**src/shared/ied_pkg.sv**
```systemverilog
package ied_pkg;
	// Operation codes; unused codes write nothing so a decoder slip is seen
	typedef enum logic [4:0] {
		IED_OP_MOVE = 5'h00,
		IED_OP_MOVE_SX = 5'h01,
		IED_OP_MOVE_ZX = 5'h02,
		IED_OP_MOVE_PAIR = 5'h03,
		IED_OP_ADD = 5'h04,
		IED_OP_ADD_CARRY = 5'h05,
		IED_OP_ADD_PAIR = 5'h06,
		IED_OP_MAC_FRAC = 5'h07,
		IED_OP_MAC_SIGNED = 5'h08,
		IED_OP_MAC_UNSIGNED = 5'h09,
		IED_OP_MUL_SAME = 5'h0a,
		IED_OP_MUL_WIDEN_BYTE = 5'h0b,
		IED_OP_MUL_WIDEN_WORD_S = 5'h0c,
		IED_OP_MUL_WIDEN_WORD_U = 5'h0d,
		IED_OP_SUB = 5'h0e,
		IED_OP_SUB_PAIR = 5'h0f,
		IED_OP_SUB_BORROW = 5'h10,
		IED_OP_CMP = 5'h11,
		IED_OP_CMP_PAIR = 5'h12,
		IED_OP_BR_ZERO = 5'h13,
		IED_OP_BR_NONZERO = 5'h14,
		IED_OP_AND = 5'h15,
		IED_OP_AND_PAIR = 5'h16,
		IED_OP_OR = 5'h17,
		IED_OP_OR_PAIR = 5'h18,
		IED_OP_XOR = 5'h19,
		IED_OP_XOR_PAIR = 5'h1a,
		IED_OP_SAVE_COND = 5'h1b
	} ied_op_e;

	// Condition selector
	typedef enum logic [3:0] {
		IED_CC_EQ = 4'h0,
		IED_CC_NE = 4'h1,
		IED_CC_CS = 4'h2,
		IED_CC_CC = 4'h3,
		IED_CC_LO = 4'h4,
		IED_CC_HS = 4'h5,
		IED_CC_LT = 4'h6,
		IED_CC_GE = 4'h7,
		IED_CC_FS = 4'h8,
		IED_CC_FC = 4'h9,
		IED_CC_AL = 4'ha
	} ied_cc_e;

	typedef enum logic [1:0] {
		IED_ST_IDLE = 2'b01,
		IED_ST_DONE = 2'b10
	} ied_state_e;

	localparam int IED_WORD_W = 16;
	localparam int IED_PAIR_W = 32;
	localparam int IED_DISP_W = 24;
	localparam int IED_BYTE_SIGN = 7;
	localparam int IED_WORD_SIGN = 15;
	localparam logic [4:0] IED_FLAG_RESET = 5'h00;
	localparam int IED_FLAG_C = 0;
	localparam int IED_FLAG_Z = 1;
	localparam int IED_FLAG_N = 2;
	localparam int IED_FLAG_L = 3;
	localparam int IED_FLAG_F = 4;

	// One issued operation
	typedef struct packed {
		ied_op_e op;
		logic word;
		logic use_imm;
		ied_cc_e cond;
		logic [IED_PAIR_W-1:0] imm;
		logic [IED_DISP_W-1:0] disp;
		logic [IED_WORD_W-1:0] src_lo;
		logic [IED_WORD_W-1:0] src_hi;
		logic [IED_WORD_W-1:0] src2;
		logic [IED_WORD_W-1:0] dst_lo;
		logic [IED_WORD_W-1:0] dst_hi;
	} ied_req_s;

	// One registered result
	typedef struct packed {
		logic wr_lo;
		logic wr_hi;
		logic [IED_WORD_W-1:0] res_lo;
		logic [IED_WORD_W-1:0] res_hi;
		logic br_taken;
		logic [IED_DISP_W-1:0] br_disp;
	} ied_rsp_s;
endpackage : ied_pkg

```
**src/logic/ied_mul.sv**
```systemverilog
`timescale 1ns/1ps
module ied_mul (
	// Operands
	input wire logic [ied_pkg::IED_WORD_W-1:0] a,
	input wire logic [ied_pkg::IED_WORD_W-1:0] b,
	input wire logic is_signed,
	// Product
	output logic [ied_pkg::IED_PAIR_W-1:0] prod
);
	import ied_pkg::*;
	logic signed [IED_WORD_W:0] a_x;
	logic signed [IED_WORD_W:0] b_x;
	logic signed [2*IED_WORD_W+1:0] p_x;
	// One 17x17 signed array serves both signed and unsigned forms
	always_comb begin
		a_x = {is_signed & a[IED_WORD_W-1], a};
		b_x = {is_signed & b[IED_WORD_W-1], b};
		p_x = a_x * b_x;
		prod = p_x[IED_PAIR_W-1:0];
	end
endmodule : ied_mul

```
**src/logic/ied_cond.sv**
```systemverilog
`timescale 1ns/1ps
module ied_cond (
	// Flags and selector
	input wire logic [4:0] flags,
	input wire ied_pkg::ied_cc_e cond,
	// Result
	output logic hit
);
	import ied_pkg::*;
	always_comb begin
		case (cond)
			IED_CC_EQ: hit = flags[IED_FLAG_Z];
			IED_CC_NE: hit = ~flags[IED_FLAG_Z];
			IED_CC_CS: hit = flags[IED_FLAG_C];
			IED_CC_CC: hit = ~flags[IED_FLAG_C];
			IED_CC_LO: hit = flags[IED_FLAG_L];
			IED_CC_HS: hit = ~flags[IED_FLAG_L];
			IED_CC_LT: hit = flags[IED_FLAG_N];
			IED_CC_GE: hit = ~flags[IED_FLAG_N];
			IED_CC_FS: hit = flags[IED_FLAG_F];
			IED_CC_FC: hit = ~flags[IED_FLAG_F];
			IED_CC_AL: hit = 1'b1;
			default: hit = 1'b0;
		endcase
	end
endmodule : ied_cond

```
**src/logic/ied_execute.sv**
```systemverilog
`timescale 1ns/1ps
// Function
// RULE_01: sized operations come in byte (8-bit) and word (16-bit) forms.
// RULE_02: conditional operations take a selector with at least equal, not equal.
// RULE_03: immediate and displacement fields accepted at their full widths.
// RULE_04: pair move loads 32 bits from immediate or another pair.
// RULE_05: sign-extending moves fill upper bits with source sign bit.
// RULE_06: zero-extending moves fill upper bits with zero.
// RULE_07: pair add writes 32-bit sum of pair or immediate into pair.
// RULE_08: signed/unsigned MAC adds 16x16 product to destination pair.
// RULE_09: same-size multiply keeps 8-bit or 16-bit result.
// RULE_10: byte-widening multiply writes 16-bit signed product.
// RULE_11: word-widening multiplies write 32-bit product, signed or unsigned.
// RULE_12: single subtract stores destination minus source or immediate.
// RULE_13: pair subtract stores 32-bit difference into pair.
// RULE_14: subtract with borrow includes stored carry for chaining.
// RULE_15: compares compute difference for flags, leave destination unchanged.
// RULE_16: zero-compare branches take displacement on zero or nonzero.
// RULE_17: AND forms write bitwise AND, single or pair.
// RULE_18: OR forms write bitwise OR, single or pair.
// RULE_19: XOR forms write bitwise XOR, single or pair.
// RULE_20: save-condition writes selected condition as boolean.
// RULE_21: pair low half in lower register, high half in higher.
// RULE_22: fractional MAC doubles signed product before accumulating.
// RULE_23: add with carry adds source and stored carry to destination.
module ied_execute (
	// Clock and reset
	input wire logic core_clk,
	input wire logic rst_b,
	// Issue
	input wire logic req_valid,
	input wire ied_pkg::ied_req_s req,
	output logic req_ready,
	// Result
	output logic rsp_valid,
	output ied_pkg::ied_rsp_s rsp,
	// Condition flags
	output logic [4:0] flags
);
	import ied_pkg::*;

	ied_state_e state_r, state_nxt;
	ied_rsp_s rsp_r, rsp_nxt;
	logic [4:0] flags_r, flags_nxt;
	logic [IED_WORD_W-1:0] op_b;
	logic [IED_PAIR_W-1:0] dst_p, src_p;
	logic [IED_PAIR_W-1:0] prod;
	logic [IED_PAIR_W:0] sum_p;
	logic [IED_WORD_W:0] sum_w;
	logic [IED_WORD_W-1:0] mul_a, mul_b;
	logic mul_signed;
	logic cond_hit;
	logic carry_in;
	logic [IED_WORD_W-1:0] lo, hi;
	logic wlo, whi, btk, setf, pairf, sub_op;

	ied_mul ied_mul_inst (
		.a(mul_a),
		.b(mul_b),
		.is_signed(mul_signed),
		.prod(prod)
	);

	ied_cond ied_cond_inst (
		.flags(flags_r),
		.cond(req.cond),
		.hit(cond_hit)
	);

	// Always ready: every operation completes in one cycle
	assign req_ready = 1'b1;
	assign rsp_valid = (state_r == IED_ST_DONE);
	assign rsp = rsp_r;
	assign flags = flags_r;

	always_comb begin
		op_b = req.use_imm ? req.imm[IED_WORD_W-1:0] : req.src_lo; // RULE_03
		dst_p = {req.dst_hi, req.dst_lo}; // RULE_21
		src_p = req.use_imm ? req.imm : {req.src_hi, req.src_lo}; // RULE_21
		carry_in = flags_r[IED_FLAG_C];
		mul_a = req.dst_lo;
		mul_b = req.src_lo;
		mul_signed = 1'b1;
		case (req.op)
			IED_OP_MAC_FRAC, IED_OP_MAC_SIGNED, IED_OP_MAC_UNSIGNED: begin
				mul_a = req.src_lo;
				mul_b = req.src2;
				mul_signed = (req.op != IED_OP_MAC_UNSIGNED); // RULE_08
			end
			IED_OP_MUL_WIDEN_BYTE: begin
				mul_a = {{8{req.dst_lo[IED_BYTE_SIGN]}}, req.dst_lo[7:0]};
				mul_b = {{8{req.src_lo[IED_BYTE_SIGN]}}, req.src_lo[7:0]};
			end
			IED_OP_MUL_WIDEN_WORD_U: mul_signed = 1'b0; // RULE_11
			IED_OP_MUL_SAME: mul_b = op_b;
			default: mul_signed = 1'b1;
		endcase
		sub_op = (req.op == IED_OP_SUB) || (req.op == IED_OP_SUB_BORROW) ||
			(req.op == IED_OP_CMP);
		// Shared word adder; subtraction by inverted operand plus one, or plus inverted C for subtract with borrow
		if (sub_op) begin
			sum_w = {1'b0, req.dst_lo} + {1'b0, ~op_b} +
				{16'h0000, (req.op == IED_OP_SUB_BORROW) ? ~carry_in : 1'b1};
		end else begin
			sum_w = {1'b0, req.dst_lo} + {1'b0, op_b} +
				{16'h0000, (req.op == IED_OP_ADD_CARRY) & carry_in}; // RULE_23
		end
		if (req.op == IED_OP_SUB_PAIR || req.op == IED_OP_CMP_PAIR) begin
			sum_p = {1'b0, dst_p} + {1'b0, ~src_p} + 33'h0_0000_0001; // RULE_13
		end else begin
			sum_p = {1'b0, dst_p} + {1'b0, src_p}; // RULE_07
		end
		lo = req.dst_lo;
		hi = req.dst_hi;
		wlo = 1'b1;
		whi = 1'b0;
		btk = 1'b0;
		setf = 1'b0;
		pairf = 1'b0;
		case (req.op)
			IED_OP_MOVE: lo = op_b;
			IED_OP_MOVE_SX: begin
				if (req.word) begin
					lo = req.src_lo;
					hi = {16{req.src_lo[IED_WORD_SIGN]}}; // RULE_05
					whi = 1'b1;
				end else begin
					lo = {{8{req.src_lo[IED_BYTE_SIGN]}}, req.src_lo[7:0]}; // RULE_05
				end
			end
			IED_OP_MOVE_ZX: begin
				if (req.word) begin
					lo = req.src_lo;
					hi = 16'h0000; // RULE_06
					whi = 1'b1;
				end else begin
					lo = {8'h00, req.src_lo[7:0]}; // RULE_06
				end
			end
			IED_OP_MOVE_PAIR: begin
				{hi, lo} = src_p; // RULE_04
				whi = 1'b1;
			end
			IED_OP_ADD, IED_OP_ADD_CARRY, IED_OP_SUB, IED_OP_SUB_BORROW: begin
				lo = sum_w[IED_WORD_W-1:0]; // RULE_12 RULE_14
				setf = 1'b1;
			end
			IED_OP_ADD_PAIR, IED_OP_SUB_PAIR: begin
				{hi, lo} = sum_p[IED_PAIR_W-1:0]; // RULE_07 RULE_13
				whi = 1'b1;
				setf = 1'b1;
				pairf = 1'b1;
			end
			IED_OP_MAC_FRAC: begin
				{hi, lo} = dst_p + {prod[IED_PAIR_W-2:0], 1'b0}; // RULE_22
				whi = 1'b1;
			end
			IED_OP_MAC_SIGNED, IED_OP_MAC_UNSIGNED: begin
				{hi, lo} = dst_p + prod; // RULE_08
				whi = 1'b1;
			end
			IED_OP_MUL_SAME: lo = prod[IED_WORD_W-1:0]; // RULE_09
			IED_OP_MUL_WIDEN_BYTE: lo = prod[IED_WORD_W-1:0]; // RULE_10
			IED_OP_MUL_WIDEN_WORD_S, IED_OP_MUL_WIDEN_WORD_U: begin
				{hi, lo} = prod; // RULE_11
				whi = 1'b1;
			end
			IED_OP_CMP: begin
				wlo = 1'b0; // RULE_15
				setf = 1'b1;
			end
			IED_OP_CMP_PAIR: begin
				wlo = 1'b0; // RULE_15
				setf = 1'b1;
				pairf = 1'b1;
			end
			IED_OP_BR_ZERO, IED_OP_BR_NONZERO: begin
				wlo = 1'b0;
				if (req.word) begin
					btk = (req.src_lo == 16'h0000);
				end else begin
					btk = (req.src_lo[7:0] == 8'h00);
				end
				btk = btk ^ (req.op == IED_OP_BR_NONZERO); // RULE_16
			end
			IED_OP_AND: lo = req.dst_lo & op_b; // RULE_17
			IED_OP_OR: lo = req.dst_lo | op_b; // RULE_18
			IED_OP_XOR: lo = req.dst_lo ^ op_b; // RULE_19
			IED_OP_AND_PAIR: begin
				{hi, lo} = dst_p & src_p; // RULE_17
				whi = 1'b1;
			end
			IED_OP_OR_PAIR: begin
				{hi, lo} = dst_p | src_p; // RULE_18
				whi = 1'b1;
			end
			IED_OP_XOR_PAIR: begin
				{hi, lo} = dst_p ^ src_p; // RULE_19
				whi = 1'b1;
			end
			IED_OP_SAVE_COND: lo = {15'h0000, cond_hit}; // RULE_02 RULE_20
			default: wlo = 1'b0;
		endcase
		// Byte form keeps the upper byte of the destination untouched
		if (!req.word && !whi && wlo && req.op != IED_OP_MOVE_SX &&
			req.op != IED_OP_MOVE_ZX && req.op != IED_OP_MUL_WIDEN_BYTE &&
			req.op != IED_OP_SAVE_COND) begin
			lo = {req.dst_lo[15:8], lo[7:0]}; // RULE_01
		end
	end

	always_comb begin
		state_nxt = req_valid ? IED_ST_DONE : IED_ST_IDLE;
		rsp_nxt = rsp_r;
		flags_nxt = flags_r;
		rsp_nxt.wr_lo = 1'b0;
		rsp_nxt.wr_hi = 1'b0;
		rsp_nxt.br_taken = 1'b0;
		if (req_valid) begin
			rsp_nxt.wr_lo = wlo;
			rsp_nxt.wr_hi = whi;
			rsp_nxt.res_lo = lo;
			rsp_nxt.res_hi = hi;
			rsp_nxt.br_taken = btk;
			rsp_nxt.br_disp = req.disp; // RULE_03
			if (setf && sub_op) begin
				// Z and N follow the width of the operation
				flags_nxt[IED_FLAG_Z] = req.word ? (sum_w[15:0] == 16'h0000) :
					(sum_w[7:0] == 8'h00);
				flags_nxt[IED_FLAG_L] = req.word ? (req.dst_lo < op_b) :
					(req.dst_lo[7:0] < op_b[7:0]);
				flags_nxt[IED_FLAG_N] = req.word ?
					($signed(req.dst_lo) < $signed(op_b)) :
					($signed(req.dst_lo[7:0]) < $signed(op_b[7:0]));
				if (req.op != IED_OP_CMP) begin
					// Byte borrow taken from the adder so the stored borrow counts
					flags_nxt[IED_FLAG_C] = req.word ? ~sum_w[16] :
						~(sum_w[8] ^ req.dst_lo[8] ^ ~op_b[8]); // RULE_14
				end
			end else if (setf && pairf) begin
				flags_nxt[IED_FLAG_Z] = (sum_p[31:0] == 32'h0000_0000);
				if (req.op == IED_OP_CMP_PAIR) begin
					flags_nxt[IED_FLAG_L] = dst_p < src_p;
					flags_nxt[IED_FLAG_N] = $signed(dst_p) < $signed(src_p);
				end
			end else if (setf) begin
				flags_nxt[IED_FLAG_C] = req.word ? sum_w[16] :
					(({1'b0, req.dst_lo[7:0]} + {1'b0, op_b[7:0]} +
					{8'h00, (req.op == IED_OP_ADD_CARRY) & carry_in}) > 9'h0ff);
			end
		end
	end

	always_ff @(posedge core_clk or negedge rst_b) begin
		if (!rst_b) begin
			state_r <= IED_ST_IDLE;
			rsp_r <= '0;
			flags_r <= IED_FLAG_RESET;
		end else begin
			state_r <= state_nxt;
			rsp_r <= rsp_nxt;
			flags_r <= flags_nxt;
		end
	end

	property p_cmp_no_write;
		@(posedge core_clk) disable iff (!rst_b)
		req_valid && (req.op == IED_OP_CMP || req.op == IED_OP_CMP_PAIR)
		|=> rsp_valid && !rsp.wr_lo && !rsp.wr_hi;
	endproperty
	a_cmp_no_write: assert property (p_cmp_no_write) // RULE_15
		else $error("compare wrote its destination");

	property p_zero_extend;
		@(posedge core_clk) disable iff (!rst_b)
		req_valid && req.op == IED_OP_MOVE_ZX && req.word
		|=> rsp.res_hi == 16'h0000 && rsp.wr_hi;
	endproperty
	a_zero_extend: assert property (p_zero_extend) // RULE_06
		else $error("zero extension upper word not zero");

	property p_sign_extend;
		@(posedge core_clk) disable iff (!rst_b)
		req_valid && req.op == IED_OP_MOVE_SX && !req.word
		|=> rsp.res_lo[15:8] == {8{$past(req.src_lo[7])}};
	endproperty
	a_sign_extend: assert property (p_sign_extend) // RULE_05
		else $error("sign extension byte wrong");

	property p_pair_add;
		@(posedge core_clk) disable iff (!rst_b)
		req_valid && req.op == IED_OP_ADD_PAIR && !req.use_imm
		|=> {rsp.res_hi, rsp.res_lo} ==
			$past({req.dst_hi, req.dst_lo} + {req.src_hi, req.src_lo});
	endproperty
	a_pair_add: assert property (p_pair_add) // RULE_07
		else $error("pair add sum wrong");

	property p_pair_sub;
		@(posedge core_clk) disable iff (!rst_b)
		req_valid && req.op == IED_OP_SUB_PAIR && !req.use_imm
		|=> {rsp.res_hi, rsp.res_lo} ==
			$past({req.dst_hi, req.dst_lo} - {req.src_hi, req.src_lo});
	endproperty
	a_pair_sub: assert property (p_pair_sub) // RULE_13
		else $error("pair subtract wrong");

	property p_branch_zero;
		@(posedge core_clk) disable iff (!rst_b)
		req_valid && req.op == IED_OP_BR_ZERO && req.word &&
		req.src_lo == 16'h0000 |=> rsp.br_taken ##1
			(rsp_valid || !rsp.br_taken);
	endproperty
	a_branch_zero: assert property (p_branch_zero) // RULE_16
		else $error("zero branch not taken for one cycle");

	property p_byte_keep;
		@(posedge core_clk) disable iff (!rst_b)
		req_valid && req.op == IED_OP_AND && !req.word
		|=> rsp.res_lo[15:8] == $past(req.dst_lo[15:8]);
	endproperty
	a_byte_keep: assert property (p_byte_keep) // RULE_01
		else $error("byte form touched upper byte");

	property p_mac_u;
		@(posedge core_clk) disable iff (!rst_b)
		req_valid && req.op == IED_OP_MAC_UNSIGNED
		|=> {rsp.res_hi, rsp.res_lo} == $past({req.dst_hi, req.dst_lo} +
			{16'h0000, req.src_lo} * {16'h0000, req.src2});
	endproperty
	a_mac_u: assert property (p_mac_u) // RULE_08
		else $error("unsigned accumulate wrong");

	property p_save_cond;
		@(posedge core_clk) disable iff (!rst_b)
		req_valid && req.op == IED_OP_SAVE_COND && req.cond == IED_CC_EQ
		|=> rsp.res_lo == {15'h0000, $past(flags_r[IED_FLAG_Z])};
	endproperty
	a_save_cond: assert property (p_save_cond) // RULE_20
		else $error("saved condition wrong");
endmodule : ied_execute

```
**config.mk**
```make
export PLATFORM = sky130hd
export DESIGN_NAME = ied_execute
export DESIGN_NICKNAME = d
export VERILOG_FILES = /design/src/shared/ied_pkg.sv /design/src/logic/ied_mul.sv /design/src/logic/ied_cond.sv /design/src/logic/ied_execute.sv
export SDC_FILE = /design/constraint.sdc
export NUM_CORES = 1
export LEC_CHECK = 0
export BUFFER_PORTS_ARGS = -buffer_cell sky130_fd_sc_hd__buf_2
export CORE_ASPECT_RATIO = 0.6
export CORE_MARGIN = 5
export CORE_UTILIZATION = 60
export CTS_BUF_LIST = sky130_fd_sc_hd__clkbuf_16
export CTS_CLUSTER_SIZE = 16
export DETAILED_ROUTE_END_ITERATION = 12
export PLACE_DENSITY_LB_ADDON = 0.15
export SYNTH_ARGS = -nofsm -noshare
export SYNTH_HDL_FRONTEND = slang
export SYNTH_HIERARCHICAL = 1
export SYNTH_SLANG_ARGS = --single-unit
```
**constraint.sdc**
```tcl
create_clock -name core_clk -period 9 [get_ports core_clk]
set_input_delay 0.9 -clock core_clk [delete_from_list [all_inputs] [get_ports core_clk]]
set_output_delay 0.9 -clock core_clk [all_outputs]
set_load 0.02 [all_outputs]
```
==> reports/metrics.cfg <==
[grt]
overflow = 0
globalRouteMet3Util_pct = 8.36
antenna_found_initial = 5
grt_usage_pct = 38.1
first_global_vias = 26000
grt_max_degree = 82
use_met1_pct = 54.5
grt_most_used_layer = met2
grt_first_pass_wirelength_um = 141000
grt_met2_usage_pct = 58.3

[critical_path]
critical_path.startpoint = req[146]
setup.reg_to_reg.worst_slack_ns = 4.67
regToRegStartpoint = flags[0]
worst_r2r_endpoint = flags[1]
critPathCaptureType = register
arrival_ns = 9.18
worstPathRequired_ns = 9.25
crit_path_start_kind = primary input
crit_path_max_fanout = 7
crit_path_frequent_cell = sky130_fd_sc_hd__fa_1
reg2regPathDepth = 13
cp_slowest_cell = sky130_fd_sc_hd__fa_1
cpPeakStageDelay_ns = 0.54
crit_path_end = rsp[39]
critPathKind = in -> reg

[placement]
dp_slack_ns = -0.537
final_weighted_congestion_of_routability_driven_global_placement = 1.04
io_buffers = 213
place.detailed.hpwl_um = 74900
placed_cells = 4062

[clocking]
htreeDepth = 3
ctsRootBufferMaster = sky130_fd_sc_hd__clkbuf_16
clock_sink_count = 65
worst_skew_pair.late_latency_ns = 0.38
cts.clk_slew.worst_paths_ns = 0.08
cts_inserted_buffers = 9
cts_tree = built
cts-root-to-sink-buffers = 2

[die]
fp-row-count = 57
height_of_the_die_um = 168
fp.dieW_um = 273
core_area_um2 = 40700
design.die.area_um2 = 45900
initial_utilization_pct = 61.2
number_of_placed_i_o_pins = 216

[logic_synthesis]
yosysWarnings = 6
synthesis.area_um2 = 24900
async_s_r_ff_share_synth_pct = 100
synth.distinct_cells = 117
count_of_flip_flops_with_a_built_in_enable_after_synthesis = 0
avgSynthCellArea_um2 = 8.03
ys_ff_latch = 65
synthCells = 3103
yosys_most_used_dff = sky130_fd_sc_hd__dfrtp_1
synth-seq-area-share_pct = 6.53

[finish]
finish.net_count = 4249
postLayoutCoreUtil_pct = 75.0
most_frequent_cells_in_the_layout = sky130_fd_sc_hd__inv_1, sky130_fd_sc_hd__buf_4, sky130_fd_sc_hd__fa_1
layout.cells.most_common = sky130_fd_sc_hd__inv_1
synthToLayoutAreaGrowth_pct = 22.6
layoutNonFillerInstCount = 4121
final_layout_size_suffix_gt1_share_pct = 24.4

[timing]
timing_hold_violations_final = 0
grt_setup_unrepaired = true
post-route-min-period_ns = 8.93
final_critical_path_setup_slack_ns = 0.0651
setup_violations = 0
final_count_of_pins_violating_max_slew = 0
tightestPinTransition_ns = 1.14
timing.fmax_ghz = 0.112
period_share_pct = 99.3
worst_slew_margin_rel_pct = 23.8
skew_final_ns = 0.0190

[route]
drt-wirelength-per-cell_um = 22.7
route.detailed.vias_per_inst = 6.42
drt_first_pass_iters = 10
drc = 0
drt_initial_violations = 3847
antenna_violating_nets_post_route = 0
routed_wirelength_um = 93700
detailed_route_via_count = 26500

[status]
outcome = finished, final reports clean

[flow_run]
maxCapViolations = 0

[hold_path]
timing.hold.worst.class = reg -> reg

[flip-flops by register name, indices dropped and copies added, names as in the netlist]
register  flops
state_r       2
flags         4
rsp          59
[worst min path at each step]
stage | cells past startpoint | to | from | slack (ns)
3_5_place_dp | 1 | rsp[52] | rsp[52] | 0.47
3_3_place_gp | 1 | rsp[52] | rsp[52] | 0.47
4_1_cts | 1 | rsp[52] | rsp[52] | 0.48
2_1_floorplan | 0 | flags[0] | rst_b | 0.60
5_1_grt | 1 | rsp[52] | rsp[52] | 0.50
6_report | 1 | rsp[52] | rsp[52] | 0.48
[layout make-up]
cell class / instances / area (µm²)
clock inverters: 7 / 101
fillers: 3098 / 10200
flip-flops and latches: 65 / 1630
diodes: 3 / 7.51
multi-input cells: 2442 / 22000
repair buffers: 581 / 4210
clock buffers: 9 / 225
inverters: 454 / 1710
well taps: 560 / 701
[logic make-up (layout without fill, tap and decap cells)]
group                    Yosys count  after routing  share of synthesized area (%)
multiplexers                      76             76                           3.20
adder cells (fa/ha/maj)          546            546                           36.1
AND/OR/NAND/NOR                  908            908                           18.0
flip-flops                        65             65                           6.53
XOR/XNOR                         145            145                           5.09
other                              2              6                         0.0301
buffers and inverters            597           1051                           9.45
AO/OA/AOI/OAI                    764            764                           21.6
[routing by layer]
layer	part of all wire [%]	up-vias
met1	40	12900
met5	0.034	-
li1	-	11500
met3	13	309
met4	3.7	4
met2	43	1833
[synth_stat cells, types with 7 or more instances]
cell / n / area share [%]
sky130_fd_sc_hd__o21a_1: 15 / 0.45
sky130_fd_sc_hd__o21bai_1: 26 / 0.78
sky130_fd_sc_hd__nand4_1: 25 / 0.63
sky130_fd_sc_hd__mux2i_1: 47 / 1.9
sky130_fd_sc_hd__buf_2: 21 / 0.42
sky130_fd_sc_hd__o2bb2ai_1: 7 / 0.25
sky130_fd_sc_hd__a21o_1: 51 / 1.5
sky130_fd_sc_hd__nor3_1: 50 / 1.0
sky130_fd_sc_hd__buf_4: 10 / 0.30
sky130_fd_sc_hd__o21ai_0: 135 / 2.7
sky130_fd_sc_hd__xor2_1: 38 / 1.3
sky130_fd_sc_hd__dfrtp_1: 64 / 6.4
sky130_fd_sc_hd__o2111ai_1: 19 / 0.67
sky130_fd_sc_hd__ha_1: 256 / 13
sky130_fd_sc_hd__o211ai_1: 28 / 0.84
sky130_fd_sc_hd__or2_1: 12 / 0.30
sky130_fd_sc_hd__nand2_1: 280 / 4.2
sky130_fd_sc_hd__and2_1: 139 / 3.5
sky130_fd_sc_hd__a21oi_2: 8 / 0.28
sky130_fd_sc_hd__a31oi_1: 23 / 0.58
sky130_fd_sc_hd__nor2_1: 187 / 2.8
sky130_fd_sc_hd__or2_2: 7 / 0.18
sky130_fd_sc_hd__xnor2_1: 107 / 3.8
sky130_fd_sc_hd__a221oi_1: 38 / 1.3
sky130_fd_sc_hd__or3_1: 8 / 0.20
sky130_fd_sc_hd__nand3_1: 55 / 1.1
sky130_fd_sc_hd__mux2_2: 29 / 1.3
sky130_fd_sc_hd__a221o_1: 16 / 0.64
sky130_fd_sc_hd__nand3b_1: 8 / 0.24
sky130_fd_sc_hd__inv_1: 449 / 6.8
sky130_fd_sc_hd__o22ai_1: 9 / 0.23
sky130_fd_sc_hd__a211oi_1: 22 / 0.66
sky130_fd_sc_hd__o221ai_1: 9 / 0.32
sky130_fd_sc_hd__fa_1: 290 / 23
sky130_fd_sc_hd__a222oi_1: 19 / 0.76
sky130_fd_sc_hd__nand2b_1: 26 / 0.65
sky130_fd_sc_hd__clkbuf_1: 99 / 1.5
sky130_fd_sc_hd__nor2b_1: 38 / 0.95
sky130_fd_sc_hd__a21oi_1: 189 / 3.8
sky130_fd_sc_hd__nor4_1: 15 / 0.38
sky130_fd_sc_hd__a22oi_1: 22 / 0.66
sky130_fd_sc_hd__o21ai_1: 28 / 0.56
sky130_fd_sc_hd__and3_1: 21 / 0.53
[worst max-delay path: cells and delay by family]
kind | cells | cell delay, ns
xor gates and xnor gates | 1 | 0.26
AOI/OAI and AO/OA | 7 | 1.17
buffers and inverters | 12 | 1.47
and+or+nand+nor | 11 | 1.76
adders and majority gates | 8 | 3.60
[per-stage QoR]
step | TNS [ns] | instance area, µm² | hold WS (ns)
3_3_place_gp | -2.29 | 28900 | 0.467
5_1_grt | -0.808 | 30600 | 0.496
3_5_place_dp | -5.77 | 28900 | 0.466
2_1_floorplan | 0 | 25100 | 0.595
4_1_cts | 0 | 29200 | 0.483
6_report | 0 | 30600 | 0.485
[timing repair]
| item | CTS | global route |
|---|---|---|
| hold buffers | 0 | 0 |
| gates cloned | 0 | 3 |
| setup endpoints to repair | 9 | 17 |
| pin swaps | 1 | 121 |
| gates resized for setup | 11 | 209 |
| buffers inserted | 0 | 39 |
Power is left out: the tool's default activity adds up to more than one toggle a clock period on the data nets, which glitch-free logic cannot reach.
